===== src/verilog/sar_adc_pkg.sv =====
// Package: register map, field layout, reset values and timing for the converter sequencer
package sar_adc_pkg;

   // Register byte offsets on the AXI4-Lite slave
   localparam logic [3:0] STATUS_CONTROL_OFFSET = 4'h0;
   localparam logic [3:0] RESULT_OFFSET         = 4'h4;
   localparam logic [3:0] CLOCK_CONFIG_OFFSET   = 4'h8;
   localparam logic [3:0] PORT_DATA_OFFSET      = 4'hC;

   // Status/control field positions
   localparam int DONE_ROUTE_BIT    = 7;
   localparam int IRQ_ENABLE_BIT    = 6;
   localparam int CONTINUOUS_BIT    = 5;
   localparam int CHANNEL_LSB       = 0;
   localparam int CHANNEL_WIDTH     = 5;

   // Clock config field positions
   localparam int CLOCK_DIVIDE_LSB  = 5;
   localparam int CLOCK_SOURCE_BIT  = 4;

   // Reset values
   localparam logic [7:0] STATUS_CONTROL_RESET = 8'h1F;
   localparam logic [7:0] CLOCK_CONFIG_RESET   = 8'h00;
   localparam logic [7:0] RESULT_RESET         = 8'h00;

   // Channel codes
   localparam logic [4:0] LAST_EXTERNAL_CHANNEL = 5'h05;
   localparam logic [4:0] HIGH_REF_CHANNEL      = 5'h1D;
   localparam logic [4:0] LOW_REF_CHANNEL       = 5'h1E;
   localparam logic [4:0] POWER_OFF_CHANNEL     = 5'h1F;
   localparam int         EXTERNAL_CHANNELS     = 6;

   // Conversion length in converter clock ticks
   localparam logic [4:0] CONVERSION_TICKS      = 5'h10;
   localparam int         SAR_BITS              = 8;

   // Result codes at the references
   localparam logic [7:0] FULL_SCALE_CODE = 8'hFF;
   localparam logic [7:0] ZERO_SCALE_CODE = 8'h00;

   // AXI responses
   localparam logic [1:0] RESP_OKAY   = 2'h0;
   localparam logic [1:0] RESP_SLVERR = 2'h2;

   // Sequencer states
   typedef enum logic [1:0] {
      SEQ_IDLE    = 2'b00,
      SEQ_CONVERT = 2'b01,
      SEQ_OFF     = 2'b10
   } seq_state_type;

endpackage


===== src/verilog/adc_clock_divider.sv =====
// Converter clock tick generator: source select and divide by 1 to 16
`timescale 1ns/1ps
module adc_clock_divider
   import sar_adc_pkg::*;
(
   // Clock and reset
   input  wire logic       mclk,
   input  wire logic       sys_rst,
   // Configuration
   input  wire logic [2:0] converterClockDivide,
   input  wire logic       converterClockSource,
   input  wire logic       oscillatorTick,
   input  wire logic       restart,
   // Tick out
   output logic            adcTick
);

   logic [3:0] divCount_r;
   logic [3:0] divLimit;
   logic       inputTick;

   // Bus clock when source is 1, oscillator ticks when 0
   assign inputTick = converterClockSource ? 1'b1 : oscillatorTick;

   // Top bit set forces divide by 16
   always_comb begin
      if (converterClockDivide[2]) begin
         divLimit = 4'hF;
      end else begin
         unique case (converterClockDivide[1:0])
            2'b00: divLimit = 4'h0;
            2'b01: divLimit = 4'h1;
            2'b10: divLimit = 4'h3;
            2'b11: divLimit = 4'h7;
         endcase
      end
   end

   // Divider counts input ticks; restart realigns phase to a fresh start
   always_ff @(posedge mclk) begin
      if (sys_rst || restart) begin
         divCount_r <= 4'h0;
         adcTick    <= 1'b0;
      end else if (inputTick) begin
         if (divCount_r >= divLimit) begin
            divCount_r <= 4'h0;
            adcTick    <= 1'b1;
         end else begin
            divCount_r <= divCount_r + 4'h1;
            adcTick    <= 1'b0;
         end
      end else begin
         adcTick <= 1'b0;
      end
   end

endmodule


===== src/verilog/sar_adc_sequencer.sv =====
// Successive-approximation converter sequencer with AXI4-Lite registers and pin override
// Contract
// - Control register write starts a conversion
// - Conversion completes in 16 or 17 converter clocks
// - Continuous mode overwrites result every conversion
// - Continuous mode restarts until bit cleared
// - Continuous flag stays set until write/read
// - Single mode: one conversion per write
// - Without interrupts, completion bit read-only flag
// - With interrupts, bit selects processor or DMA
// - Interrupt at end, dropped by read/write
// - Reset clears enable, continuous, completion bits
// - Five-bit channel field, six external inputs
// - All-ones channel code powers converter off
// - Selected pin forced input, others general-purpose (code releases the selected pin while in stop)
// - Port writes ignore the converter pin
// - Port read of converter pin gives zero
// - Codes FF high reference, 00 low
// - Runs in wait; interrupt wakes processor
// - Stop aborts conversion; resumes after stop
// - Channel codes decode externals and references
// - Prescaler divides by 1,2,4,8,16
// - Source bit picks bus or oscillator
// - Result register updated every completion
`timescale 1ns/1ps
module sar_adc_sequencer
   import sar_adc_pkg::*;
(
   // Clock and reset
   input  wire logic        mclk,
   input  wire logic        sys_rst,
   // AXI4-Lite write address
   input  wire logic [3:0]  s_axi_awaddr,
   input  wire logic        s_axi_awvalid,
   output logic             s_axi_awready,
   // AXI4-Lite write data
   input  wire logic [31:0] s_axi_wdata,
   input  wire logic [3:0]  s_axi_wstrb,
   input  wire logic        s_axi_wvalid,
   output logic             s_axi_wready,
   // AXI4-Lite write response
   output logic [1:0]       s_axi_bresp,
   output logic             s_axi_bvalid,
   input  wire logic        s_axi_bready,
   // AXI4-Lite read address
   input  wire logic [3:0]  s_axi_araddr,
   input  wire logic        s_axi_arvalid,
   output logic             s_axi_arready,
   // AXI4-Lite read data
   output logic [31:0]      s_axi_rdata,
   output logic [1:0]       s_axi_rresp,
   output logic             s_axi_rvalid,
   input  wire logic        s_axi_rready,
   // Converter clock source and low-power state
   input  wire logic        oscillatorTick,
   input  wire logic        stopMode,
   // Analog front end: comparator answer and trial code
   input  wire logic        comparatorHigh,
   output logic [7:0]       sarTrialCode,
   output logic [4:0]       muxSelect,
   output logic             analogPowerOn,
   // Shared analog pins
   input  wire logic [5:0]  sharedAnalogPinsIn,
   output logic [5:0]       sharedAnalogPinsOut,
   output logic [5:0]       sharedAnalogPinsOe,
   // Requests to processor and DMA
   output logic             convIrq,
   output logic             dmaRequest
);

   // Register state
   logic [7:0]    statusControl_r;
   logic          doneFlag_r;
   logic [7:0]    result_r;
   logic [7:0]    clockConfig_r;
   logic [5:0]    portData_r;
   logic [5:0]    portDir_r;
   seq_state_type state_r;
   logic [4:0]    tickCount_r;
   logic          firstDone_r;
   logic          irqPending_r;
   // AXI handshake state
   logic          awHeld_r;
   logic          wHeld_r;
   logic [3:0]    awAddr_r;
   logic [31:0]   wData_r;
   logic [3:0]    wStrb_r;
   // Decoded fields and events
   logic       irqEnable;
   logic       continuous;
   logic [4:0] channel;
   logic       powerOff;
   logic       externalSel;
   logic       writeFire;
   logic       ctrlWrite;
   logic       resultRead;
   logic       adcTick;
   logic       convDone;
   logic [7:0] trialBit;
   logic [5:0] pinOwned;

   assign irqEnable  = statusControl_r[IRQ_ENABLE_BIT];
   assign continuous = statusControl_r[CONTINUOUS_BIT];
   assign channel    = statusControl_r[CHANNEL_LSB +: CHANNEL_WIDTH];
   assign powerOff   = (channel == POWER_OFF_CHANNEL);
   assign externalSel = (channel <= LAST_EXTERNAL_CHANNEL);

   // Write fires once address and data are both held and no response pending
   assign writeFire  = awHeld_r && wHeld_r && !s_axi_bvalid;
   assign ctrlWrite  = writeFire && (awAddr_r == STATUS_CONTROL_OFFSET) && wStrb_r[0];
   assign resultRead = s_axi_arvalid && s_axi_arready && (s_axi_araddr == RESULT_OFFSET);

   // Converter clock tick; restarted on every control write for clean timing
   adc_clock_divider u_div (
      .mclk                 (mclk),
      .sys_rst              (sys_rst),
      .converterClockDivide (clockConfig_r[CLOCK_DIVIDE_LSB +: 3]),
      .converterClockSource (clockConfig_r[CLOCK_SOURCE_BIT]),
      .oscillatorTick       (oscillatorTick),
      .restart              (ctrlWrite),
      .adcTick              (adcTick)
   );

   // Last tick of a conversion
   assign convDone = (state_r == SEQ_CONVERT) && adcTick && !stopMode
                     && !ctrlWrite && (tickCount_r == CONVERSION_TICKS - 5'h1);

   // Write address and data accepted in either order
   always_ff @(posedge mclk) begin
      if (sys_rst) begin
         awHeld_r      <= 1'b0;
         wHeld_r       <= 1'b0;
         awAddr_r      <= 4'h0;
         wData_r       <= 32'h00000000;
         wStrb_r       <= 4'h0;
         s_axi_awready <= 1'b0;
         s_axi_wready  <= 1'b0;
      end else begin
         s_axi_awready <= !awHeld_r && !s_axi_awready && s_axi_awvalid;
         s_axi_wready  <= !wHeld_r && !s_axi_wready && s_axi_wvalid;
         if (s_axi_awvalid && s_axi_awready) begin
            awHeld_r <= 1'b1;
            awAddr_r <= s_axi_awaddr;
         end else if (writeFire) begin
            awHeld_r <= 1'b0;
         end
         if (s_axi_wvalid && s_axi_wready) begin
            wHeld_r <= 1'b1;
            wData_r <= s_axi_wdata;
            wStrb_r <= s_axi_wstrb;
         end else if (writeFire) begin
            wHeld_r <= 1'b0;
         end
      end
   end

   // Write response; unmapped offsets answer SLVERR
   always_ff @(posedge mclk) begin
      if (sys_rst) begin
         s_axi_bvalid <= 1'b0;
         s_axi_bresp  <= RESP_OKAY;
      end else if (writeFire) begin
         s_axi_bvalid <= 1'b1;
         s_axi_bresp  <= (awAddr_r == RESULT_OFFSET || awAddr_r == STATUS_CONTROL_OFFSET
                          || awAddr_r == CLOCK_CONFIG_OFFSET || awAddr_r == PORT_DATA_OFFSET)
                         ? RESP_OKAY : RESP_SLVERR;
      end else if (s_axi_bready) begin
         s_axi_bvalid <= 1'b0;
      end
   end

   // Control register; reset parks channel at power-off
   always_ff @(posedge mclk) begin
      if (sys_rst) begin
         statusControl_r <= STATUS_CONTROL_RESET;
      end else if (ctrlWrite) begin
         statusControl_r <= {1'b0, wData_r[6:0]};
      end
   end

   // Completion flag or route selector, depending on interrupt enable
   always_ff @(posedge mclk) begin
      if (sys_rst) begin
         doneFlag_r <= 1'b0;
      end else if (ctrlWrite) begin
         // Writable selector only with interrupts on; otherwise write clears
         doneFlag_r <= wData_r[IRQ_ENABLE_BIT] ? wData_r[DONE_ROUTE_BIT] : 1'b0;
      end else if (!irqEnable) begin
         if (convDone && (!continuous || !firstDone_r)) begin
            doneFlag_r <= 1'b1;
         end else if (resultRead) begin
            doneFlag_r <= 1'b0;
         end
      end
   end

   // Interrupt request held until result read or control write; set wins
   always_ff @(posedge mclk) begin
      if (sys_rst) begin
         irqPending_r <= 1'b0;
      end else if (convDone && irqEnable) begin
         irqPending_r <= 1'b1;
      end else if (ctrlWrite || resultRead) begin
         irqPending_r <= 1'b0;
      end
   end

   // Route request: selector 0 to processor, 1 to DMA; usable as wake source in wait
   always_ff @(posedge mclk) begin
      if (sys_rst) begin
         convIrq    <= 1'b0;
         dmaRequest <= 1'b0;
      end else begin
         convIrq    <= irqPending_r && irqEnable && !doneFlag_r;
         dmaRequest <= irqPending_r && irqEnable && doneFlag_r;
      end
   end

   // Sequencer: start on write, abort in stop, restart in continuous mode
   always_ff @(posedge mclk) begin
      if (sys_rst) begin
         state_r     <= SEQ_OFF;
         tickCount_r <= 5'h00;
         firstDone_r <= 1'b0;
      end else if (ctrlWrite) begin
         // New settings restart from tick zero
         tickCount_r <= 5'h00;
         firstDone_r <= 1'b0;
         state_r     <= (wData_r[4:0] == POWER_OFF_CHANNEL) ? SEQ_OFF : SEQ_CONVERT;
      end else if (stopMode) begin
         // Abort; resume from scratch once stop ends
         tickCount_r <= 5'h00;
      end else begin
         unique case (state_r)
            SEQ_IDLE, SEQ_OFF: tickCount_r <= 5'h00;
            SEQ_CONVERT: begin
               if (convDone) begin
                  firstDone_r <= 1'b1;
                  tickCount_r <= 5'h00;
                  state_r     <= continuous ? SEQ_CONVERT : SEQ_IDLE;
               end else if (adcTick) begin
                  tickCount_r <= tickCount_r + 5'h01;
               end
            end
         endcase
      end
   end

   // One-hot trial bit from tick count, MSB first over ticks 0 to 7
   assign trialBit = (tickCount_r < 5'(SAR_BITS)) ? (8'h80 >> tickCount_r[2:0]) : 8'h00;

   // Approximation lives in the output flop so the comparator judges the current trial
   always_ff @(posedge mclk) begin
      if (sys_rst || ctrlWrite || convDone || stopMode) begin
         sarTrialCode <= 8'h80;
      end else if (state_r == SEQ_CONVERT && adcTick && trialBit != 8'h00) begin
         // Keep bit if input at or above trial; saturates at all ones
         sarTrialCode <= (comparatorHigh ? sarTrialCode : (sarTrialCode & ~trialBit))
                         | (trialBit >> 1);
      end
   end

   // Result updated every completion, overwritten regardless of reads
   always_ff @(posedge mclk) begin
      if (sys_rst) begin
         result_r <= RESULT_RESET;
      end else if (convDone) begin
         if (channel == HIGH_REF_CHANNEL) begin
            result_r <= FULL_SCALE_CODE;
         end else if (channel == LOW_REF_CHANNEL) begin
            result_r <= ZERO_SCALE_CODE;
         end else if (externalSel) begin
            result_r <= sarTrialCode;
         end else begin
            // Reserved codes read as zero scale, a defined value
            result_r <= ZERO_SCALE_CODE;
         end
      end
   end

   // Clock configuration and port registers
   always_ff @(posedge mclk) begin
      if (sys_rst) begin
         clockConfig_r <= CLOCK_CONFIG_RESET;
         portData_r    <= 6'h00;
         portDir_r     <= 6'h00;
      end else if (writeFire) begin
         if (awAddr_r == CLOCK_CONFIG_OFFSET && wStrb_r[0]) begin
            clockConfig_r <= wData_r[7:0];
         end
         if (awAddr_r == PORT_DATA_OFFSET) begin
            // Converter pin bits are discarded
            if (wStrb_r[0]) begin
               portData_r <= (wData_r[5:0] & ~pinOwned) | (portData_r & pinOwned);
            end
            if (wStrb_r[1]) begin
               portDir_r <= (wData_r[13:8] & ~pinOwned) | (portDir_r & pinOwned);
            end
         end
      end
   end

   // Pin ownership: only the selected external channel is taken over, and none while in stop
   for (genvar gi = 0; gi < EXTERNAL_CHANNELS; gi++) begin : g_pin
      assign pinOwned[gi] = (channel == 5'(gi)) && !stopMode;
      always_ff @(posedge mclk) begin
         if (sys_rst) begin
            sharedAnalogPinsOut[gi] <= 1'b0;
            sharedAnalogPinsOe[gi]  <= 1'b0;
         end else begin
            sharedAnalogPinsOut[gi] <= portData_r[gi];
            sharedAnalogPinsOe[gi]  <= portDir_r[gi] && !pinOwned[gi];
         end
      end
   end

   // Analog front end drive
   always_ff @(posedge mclk) begin
      if (sys_rst) begin
         muxSelect     <= POWER_OFF_CHANNEL;
         analogPowerOn <= 1'b0;
      end else begin
         muxSelect     <= channel;
         analogPowerOn <= !powerOff && !stopMode;
      end
   end

   // Read channel; a result read clears completion and interrupt
   always_ff @(posedge mclk) begin
      if (sys_rst) begin
         s_axi_arready <= 1'b0;
         s_axi_rvalid  <= 1'b0;
         s_axi_rdata   <= 32'h00000000;
         s_axi_rresp   <= RESP_OKAY;
      end else begin
         s_axi_arready <= !s_axi_arready && !s_axi_rvalid && s_axi_arvalid;
         if (s_axi_arvalid && s_axi_arready) begin
            s_axi_rvalid <= 1'b1;
            s_axi_rresp  <= RESP_OKAY;
            unique case (s_axi_araddr)
               STATUS_CONTROL_OFFSET:
                  s_axi_rdata <= {24'h000000, doneFlag_r, statusControl_r[6:0]};
               RESULT_OFFSET:
                  s_axi_rdata <= {24'h000000, result_r};
               CLOCK_CONFIG_OFFSET:
                  s_axi_rdata <= {24'h000000, clockConfig_r};
               // Converter pin reads zero
               PORT_DATA_OFFSET:
                  s_axi_rdata <= {18'h00000, portDir_r, 2'b00,
                                  sharedAnalogPinsIn & ~pinOwned};
               default: begin
                  s_axi_rdata <= 32'h00000000;
                  s_axi_rresp <= RESP_SLVERR;
               end
            endcase
         end else if (s_axi_rready) begin
            s_axi_rvalid <= 1'b0;
         end
      end
   end

endmodule


===== config.mk =====
export PLATFORM = sky130hd
export DESIGN_NAME = sar_adc_sequencer
export DESIGN_NICKNAME = d
export VERILOG_FILES = /design/src/verilog/sar_adc_pkg.sv /design/src/verilog/adc_clock_divider.sv /design/src/verilog/sar_adc_sequencer.sv
export SDC_FILE = /design/constraint.sdc
export NUM_CORES = 1
export LEC_CHECK = 0
export BUFFER_PORTS_ARGS = -buffer_cell sky130_fd_sc_hd__buf_2
export CAP_MARGIN = 20
export CORE_UTILIZATION = 48
export DETAILED_ROUTE_END_ITERATION = 10
export PLACE_DENSITY = 0.83
export REMOVE_ABC_BUFFERS = 1
export SYNTH_ARGS = -nofsm -noshare
export SYNTH_HDL_FRONTEND = slang
export SYNTH_SLANG_ARGS = --single-unit
export TNS_END_PERCENT = 100

===== constraint.sdc =====
create_clock -name mclk -period 1.91 [get_ports mclk]
set_clock_uncertainty 0.1 [all_clocks]
set_input_delay 0.573 -clock mclk [delete_from_list [all_inputs] [get_ports mclk]]
set_output_delay 0.573 -clock mclk [all_outputs]
set_load 0.005 [all_outputs]

==> results.md, run 1 <==
Clocking:
- The maximum clock insertion buffer count is 2.
- The H-tree depth is 4.
- The number of buffers added by the clock tree synthesis step is 17.
- The root buffer cell chosen for the clock tree is sky130_fd_sc_hd__clkbuf_8.
- After clock tree synthesis, the clock-pin slew on the worst setup and hold paths is 0.06 ns.
- The clock network latency to the later pin of the worst-skew pair is 0.54 ns.
- The number of sinks handled by clock tree synthesis is 121.
- TritonCTS built the clock tree.

Synth:
- The number of flip-flops and latches in the synthesized netlist is 121.
- In this run, synthesis inferred 0 flip-flops with an integrated enable.
- The share of flip-flops with an asynchronous set or reset is 0.
- Each instance of the synthesized netlist takes up on average 9.089 µm².
- The share of the Yosys chip area taken by registers is 0.4785.
- The count of cell types in the netlist is 51.
- The number of synthesis warnings is 0.
- The synthesized netlist occupies a cell area of 5062 µm².
- In the synthesized netlist the dominant register cell turns out to be sky130_fd_sc_hd__dfxtp_1.
- The number of instances in the synthesized netlist is 557.

Timing:
- At the pin with the least slew margin, the transition time is 0.7072 ns.
- In the finished design, the share of the clock period the worst path needs comes to 1.030.
- Setup repair after global routing could not meet its margin everywhere.
- The final max-slew violation count came to 0.
- The number of failing hold endpoints at the final stage is 0.
- The final worst setup slack is -0.05747 ns.
- Setup violations remaining at the end of the flow were counted as 6.
- The headroom to the max-slew limit is 0.5219.
- The final period demand of the worst path is 1.967 ns.
- Based on the critical path, the design can be clocked at up to 0.5083 GHz.

Placement:
- The final estimated routing congestion in global placement is 0.8537.
- The HPWL reported at the end of detailed placement is 8850 µm.
- OpenSTA, run right after detailed placement, puts the worst setup slack at -0.2924 ns.
- The post-placement cell count is 793.
- In this run the cell area measured after placement is 5806 µm².
- During placement, the flow inserted port buffers numbering 88.

Routing:
- The number of vias per cell after detailed routing is 5.795.
- The number of iterations in the first detailed-routing pass is 10.
- The first routing iteration left 405 violations.
- After detailed routing, the average wire length per cell comes to 17.42 µm.
- In the routed design, unresolved DRC markers number 4.
- The count of antenna-violating nets left after detailed routing is 0.
- The wire length after detailed routing is 14510 µm.
- Across all layers, the routed design uses 4827 vias.

Pwr:
- The relative contribution of the clock network to total power is 0.514.
- Total power for the finished layout comes to 5.790 mW.
- The power per unit of standard cell area is 873.7 nW/µm².
- Of the total power, the share spent switching nets is 0.2391.
- The analysis attributes to cell leakage a power of 2.717 nW.
- The share of power burned in registers is 0.445.
- For this design the total switching power over the nets is 1.384 mW.
- The worst-case IR drop observed on VDD is 454.1 µV.
- The logic gate share of total power is 0.041.
- Internal power comes to 4.405 mW.

Global route:
- The number of antenna violations at the first check in global routing is 0.
- The largest net degree at the start of global routing is 71.
- The first global-routing pass estimated 21490 µm of wire.
- The via count of the first global-routing pass is 4467.
- The residual overflow from global routing is 0.
- For this run, the total global-route usage over all layers was measured as 0.2482.

Critical path:
- For the worst setup path, the data required time is 2.22 ns.
- The largest driver fanout on the critical path is 7.
- STA classifies the critical path startpoint as a register.
- The worst setup path is captured at a register.
- The cell type of the slowest stage on the worst timing path is sky130_fd_sc_hd__nor4b_1.
- The critical path in this run is classified as register to register.
- The largest stage delay on the critical path is 0.63 ns.
- Walking the worst path, the cells encountered are nor4b_1 -> nor2b_1 -> buf_4 -> nand3b_1 -> a21oi_1.
- For the worst setup path, the data arrival time is 2.28 ns.

Floorplan:
- The initial standard-cell utilization of the core is 0.4926.
- The total die area is 10960 µm².
- After floorplanning, the core was sized to cover 10280 µm².
- Measured along the x axis, the die boundary spans 104.7 µm.
- After floorplanning, the core was divided into 37 placement rows.
- The height of the die is 104.7 µm.
- The count of pins on the block boundary is 129.

Flow run:
- Max-cap violations in this run came to 0.

Cells and area:
- The share of cells above drive strength 1 is 0.3013.
- After the flow finishes, the layout carries non-filler instances totaling 833.
- The repair_antennas step left the layout with diodes totalling 0.
- The library cell used most frequently in the layout, excluding fill and tap cells, is sky130_fd_sc_hd__dfxtp_1.
- The finished cells cover 6626 µm².
- The library cells used most frequently in the layout, excluding fill and tap cells, are sky130_fd_sc_hd__dfxtp_1 (117), sky130_fd_sc_hd__buf_2 (88), sky130_fd_sc_hd__nand2_1 (61).
- The area added between synthesis and finish is 30.89%.
- The post-layout net count is 756.

Hold path:
- The min-delay analysis places its worst path in the category primary input to register.

Outcome:
- The flow ran to the end, but the final reports show violations.
- The checks that failed: design-rule violations, negative setup slack.
cells by family after synthesis:
family | synth area share
AO/OA/AOI/OAI | 0.1829
XOR/XNOR | 0.008652
adder cells (fa/ha/maj) | 0.02719
buffers and inverters | 0.07192
flip-flops | 0.4785
multiplexers | 0.03361
other | 0.0007408
AND/OR/NAND/NOR | 0.1965
final cells by class:
cell class / count / area, µm²
clock buffer: 18 / 427.9
clock inverter: 13 / 121.4
fill: 770 / 3651
inverter: 21 / 78.83
multi-input combinational: 385 / 2502
sequential: 121 / 2427
tap: 136 / 170.2
timing repair buffer: 139 / 898.4
power groups by stage:
stage          sequential (mW)  clock, mW  combinational, mW
3_3_place_gp              2.63          0              0.214
5_1_grt                   2.58       3.10              0.260
6_report                  2.58       2.97              0.239
2_1_floorplan             2.63          0             0.0842
3_5_place_dp              2.63          0              0.220
4_1_cts                   2.57       2.96              0.230
synth_stat cells (3+ instances only):
cell type                   count  area, µm²
sky130_fd_sc_hd__o21ai_0       24      120.1
sky130_fd_sc_hd__o2bb2ai_1      8      70.07
sky130_fd_sc_hd__dfxtp_1      121       2422
sky130_fd_sc_hd__buf_2          3      15.01
sky130_fd_sc_hd__or2_2          5      31.28
sky130_fd_sc_hd__a21oi_1       58      290.3
sky130_fd_sc_hd__nand2b_1       7      43.79
sky130_fd_sc_hd__nor3b_1        7      52.55
sky130_fd_sc_hd__ha_1          11      137.6
sky130_fd_sc_hd__a21oi_2        6      52.55
sky130_fd_sc_hd__nand3_1       11      55.05
sky130_fd_sc_hd__or3_1          5      31.28
sky130_fd_sc_hd__a211oi_1      10      75.07
sky130_fd_sc_hd__o41ai_1        6      52.55
sky130_fd_sc_hd__buf_4         20      150.1
sky130_fd_sc_hd__mux2i_1       17      170.2
sky130_fd_sc_hd__nor4b_1        4      35.03
sky130_fd_sc_hd__nand2_1       61      229.0
sky130_fd_sc_hd__and2_1         3      18.77
sky130_fd_sc_hd__xor2_1         3      26.28
sky130_fd_sc_hd__inv_1         20      75.07
sky130_fd_sc_hd__nor2b_1       10      62.56
sky130_fd_sc_hd__nand3b_1       8      60.06
sky130_fd_sc_hd__o32ai_1        6      52.55
sky130_fd_sc_hd__or4_1          3      22.52
sky130_fd_sc_hd__nor2_1        35      131.4
sky130_fd_sc_hd__clkbuf_1      23      86.33
sky130_fd_sc_hd__nor3_1         9      45.04
sky130_fd_sc_hd__nand4_1        8      50.05
sky130_fd_sc_hd__o211ai_1       5      37.54
sky130_fd_sc_hd__a22oi_1       15      112.6
sky130_fd_sc_hd__buf_6          3      33.78
stage by stage:
step | TNS, ns | util | hold slack, ns
floorplan | -23.71 | - | 0.3270
global placement | -1.726 | 0.5649 | 0.3301
detailed placement | -2.639 | 0.5649 | 0.3460
CTS | -0.02963 | 0.6284 | 0.1700
global route | -0.8702 | 0.6448 | 0.1844
finish | -0.1143 | 0.6448 | 0.1742
sequential cells by signal (all words and copies together), names as in the netlist, 6 cells and up, named ones only:
name / flops
clockConfig_r: 8
result_r: 8
s_axi_rdata: 14
sarTrialCode: 8
sharedAnalogPinsOe: 6
sharedAnalogPinsOut: 6
statusControl_r: 7
wData_r: 14
worst paths after layout:
check	from	endpoint	slack, ns	cells after the start
setup / recovery	statusControl_r[2]$_SDFFE_PP1P_	register	-0.06	5
hold / removal	s_axi_wdata[12]	wData_r[12]$_SDFFE_PP0P_	0.17	3
setup reg to reg	statusControl_r[2]$_SDFFE_PP1P_	register	-0.06	5
hold reg to reg	s_axi_rvalid$_SDFFE_PP0P_	s_axi_arready$_SDFF_PP0_	0.35	1
worst max-delay path, delay by kind of cell, from the launching register on:
kind                   cells  cell delay, ns
AOI/OAI and AO/OA          1            0.08
and+or+nand+nor            3            1.02
DFF                        1            0.47
buffers and inverters      1            0.18
timing repair:
item	in CTS	in global routing
hold buffers	0	0
hold endpoints to repair	0	0
endpoints found under the setup margin	27	31
setup buffers	2	4
resized for setup	17	21
pin swaps	6	11
cloned	1	2
per-layer routing:
metal / vias up / GRT usage / routed length [µm]
li1: 2202 / - / -
met1: 2262 / 0.3061 / 5831
met2: 288 / 0.4049 / 6817
met3: 75 / 0.05864 / 1184
met4: 0 / 0.1247 / 678
met5: - / 0 / 0
Power figures use the tool's default switching activity.
==> inputs of run 2 (changes only) <==
--- a/config.mk
+++ b/config.mk
@@ -7,9 +7,8 @@
 export LEC_CHECK = 0
 export BUFFER_PORTS_ARGS = -buffer_cell sky130_fd_sc_hd__buf_2
 export CAP_MARGIN = 20
-export CORE_UTILIZATION = 48
+export CORE_UTILIZATION = 29
 export DETAILED_ROUTE_END_ITERATION = 10
-export PLACE_DENSITY = 0.83
 export REMOVE_ABC_BUFFERS = 1
 export SYNTH_ARGS = -nofsm -noshare
 export SYNTH_HDL_FRONTEND = slang
==> run 2 against run 1 <==
  * Die area up 64%
  * First-iteration DRC count is 41% lower
  * The run ends with negative setup slack left
  * Via count decreased by 9.7%
  * Highest routed layer unchanged
  * Routed wire length fell by 9.5%
  * Largest cell class unchanged
==> results.md, run 2 (synthesis gave the netlist of run 1 again) <==
Outcome:
- The run finished, with violations left.
- The checks that failed: negative setup slack.

Pwr:
- Dividing total power by cell area gives a power density of 890.3 nW/µm².
- The total leakage power is 2.754 nW.
- The total power of the final layout is 6.023 mW.
- The maximum resistive drop on vdd is 631.0 µV.

Global route:
- The residual overflow from global routing is 0.
- In the global route stage, met2 resource usage came out at 0.2251.
- For this run, global-route usage on met1 was measured as 0.2089.
- The number of antenna violations at the first check in global routing came to 0.
- The most utilized layer in the global route result is met2.
- The largest net degree at the start of global routing is 87.
- The first global-routing pass estimated 21310 µm of wire.
- For this run, the total global-route usage over all layers was measured as 0.1526.
- The via count of the first global-routing pass was 4135.
- For met3 alone, demand over resource in global routing was 0.04346.

Routing:
- After the first detailed-routing iteration, the DRC count stood at 239.
- The routed layout has 4358 vias.
- Dividing the detail-routed wire length by the instance count gives 14.20 µm.
- After detailed routing, the number of vias per cell comes to 4.711.
- The wire length after detailed routing is 13130 µm.
- The pre-antenna-repair detailed-routing pass consisted of 5 iterations.
- The detail route stage leaves a number of antenna-violating nets equal to 0.
- The number of DRC violations after detailed routing is 0.

Clocking:
- The clock-pin slew on the worst setup and hold paths is 0.05 ns.
- The number of sinks handled by clock tree synthesis is 121.
- The clock network latency to the later pin of the worst-skew pair is 0.41 ns.
- The library cell used as clock root buffer is sky130_fd_sc_hd__clkbuf_16.
- The clock tree from TritonCTS is done.
- For this design, the CTS-stage hold fixing added 0 buffers.
- The H-tree depth is 4.
- The number of buffers added by the clock tree synthesis step is 17.
- The maximum clock insertion buffer count is 2.

Critical path:
- Walking the worst path, the cells encountered are or3_1 -> ha_1 -> nand2b_4 -> a2111oi_4 -> o311ai_4 -> a21oi_1.
- The slowest stage of the critical path is the sky130_fd_sc_hd__or3_1 cell.
- The critical path capture point type is a register.
- The type of origin of the critical path is a register.
- In this design, the stage delay of the slowest critical-path cell is 0.36 ns.
- Data on the critical path is required at its endpoint by 2.14 ns.
- Along the worst path, the maximum fanout reaches 4.
- The setup path with the least slack is of type register to register.
- For the worst setup path, the data arrival time is 2.16 ns.

Placement:
- At the placement stage, the worst setup path has a slack of -0.3481 ns.
- Routability-driven placement finished with a final weighted congestion of 0.8428.
- The count of port buffers added during placement is 88.
- The HPWL reported at the end of detailed placement is 9497 µm.
- The cell area after placement is 6013 µm².

Hold path:
- The class of the tightest hold or removal check is primary input to register.

Timing:
- The final max-slew violation count is 0.
- The number of failing hold endpoints at the final stage came to 0.
- Derived from the worst setup path, the maximum achievable clock frequency is 0.5196 GHz.
- Of the available clock period, the critical path in the final layout requires 1.008.
- The final-report setup violation count is 1.
- The final period demand of the worst path is 1.924 ns.
- The final worst setup slack is -0.01444 ns.
- Measured against its own limit, the worst slew margin works out to 0.6086.
- Setup repair after global routing could not meet its margin everywhere.
- At the pin with the least slew margin, the transition time is 0.5871 ns.

Floorplan:
- For this configuration, the core starts out at a cell density of 0.3010.
- The height of the die is 134.1 µm.
- The area of the core is 16820 µm².
- The floorplan die width is 134.1 µm.
- Pin placement for this block handled 129 I/O pins.
- The floorplan step defined a die boundary enclosing 17990 µm².
- The number of standard-cell rows in the floorplan is 47.

Flow run:
- The tool flagged a number of max-cap violations equal to 0.

Cells and area:
- The repair_antennas step left the layout with diodes totalling 0.
- In the final layout, the share of cells above drive strength 1 is 0.2894.
- The commonest non-fill, non-tap cell in the layout is sky130_fd_sc_hd__dfxtp_1.
- Leaving out fill and tap cells, the most frequent cells in the layout are sky130_fd_sc_hd__dfxtp_1 (120), sky130_fd_sc_hd__buf_2 (89), sky130_fd_sc_hd__nand2_1 (61).
- The largest registers in the layout are s_axi_rdata x14, wData_r x14.
- For this run, the post-layout net count is 763.
- The storage element area is 2424 µm².
- The cell area after layout is 6765 µm².
- The total area of multi-input combinational cells is 2441 µm².
- The area added between synthesis and finish is 33.64%.
- Counting the fill cells in the layout gives 1724.
[run 2: cell count changes in the layout (fill, tap and decap cells not counted), sizes merged]
| cell | before | now |
|---|---|---|
| clkinvlp | 5 | 3 |
| buf | 137 | 144 |
| clkbuf | 20 | 22 |
| bufinv | 1 | 3 |
| inv | 23 | 20 |
| clkinv | 5 | 7 |
[run 2: metal layers]
| layer | share of wire | vias up |
|---|---|---|
| met5 | 0 | - |
| met4 | 0.013 | 0 |
| met3 | 0.059 | 11 |
| met2 | 0.44 | 119 |
| met1 | 0.49 | 2006 |
| li1 | - | 2222 |
[run 2: area by class of cell]
cell class	instances	share of cell area
Tap cell	220	0.04069
Sequential cell	121	0.3582
Multi-Input combinational cell	385	0.3608
Inverter	21	0.01165
Clock inverter	12	0.02219
Timing Repair Buffer	146	0.1404
Clock buffer	20	0.06603
[run 2: worst paths after layout]
check,endpoint,start,cells after the start,slack [ns]
max,u_div.divCount_r[3]$_SDFFE_PP0N_,clockConfig_r[7]$_SDFFE_PP0P_,6,-0.01
min,wData_r[12]$_SDFFE_PP0P_,s_axi_wdata[12],3,0.30
max reg2reg,u_div.divCount_r[3]$_SDFFE_PP0N_,clockConfig_r[7]$_SDFFE_PP0P_,6,-0.01
min reg2reg,s_axi_arready$_SDFF_PP0_,s_axi_rvalid$_SDFFE_PP0P_,1,0.35
[run 2: worst max-delay path: cells and delay by family, from the launching register on]
| family | cells | cell delay [ns] |
|---|---|---|
| AND/OR/NAND/NOR | 2 | 0.51 |
| AO/OA/AOI/OAI | 3 | 0.66 |
| flip-flops | 1 | 0.31 |
| adder cells (fa/ha/maj) | 1 | 0.27 |
[run 2: stage by stage]
stage | util | setup TNS (ns) | instances | hold slack [ns]
floorplan | - | -23.71 | 527 | 0.3270
global placement | 0.3575 | -3.137 | 889 | 0.3417
detailed placement | 0.3575 | -3.870 | 889 | 0.3424
CTS | 0.3963 | -0.01076 | 921 | 0.2784
global route | 0.4022 | -0.3137 | 925 | 0.2945
finish | 0.4022 | -0.01444 | 925 | 0.3031
[run 2: repair_timing]
item | 4_1_cts | 5_1_grt
endpoints found under the setup margin | 15 | 14
pin swaps | 4 | 5
resized for setup | 9 | 10
setup buffers | 0 | 1
gates cloned | 0 | 3
[run 2: report_power, final]
part / switching (mW) / leakage (nW) / internal [mW]
clock: 1.13 / 0.286 / 2.08
combinational: 0.140 / 1.49 / 0.0966
sequential: 0.0239 / 0.978 / 2.55
total: 1.30 / 2.75 / 4.72
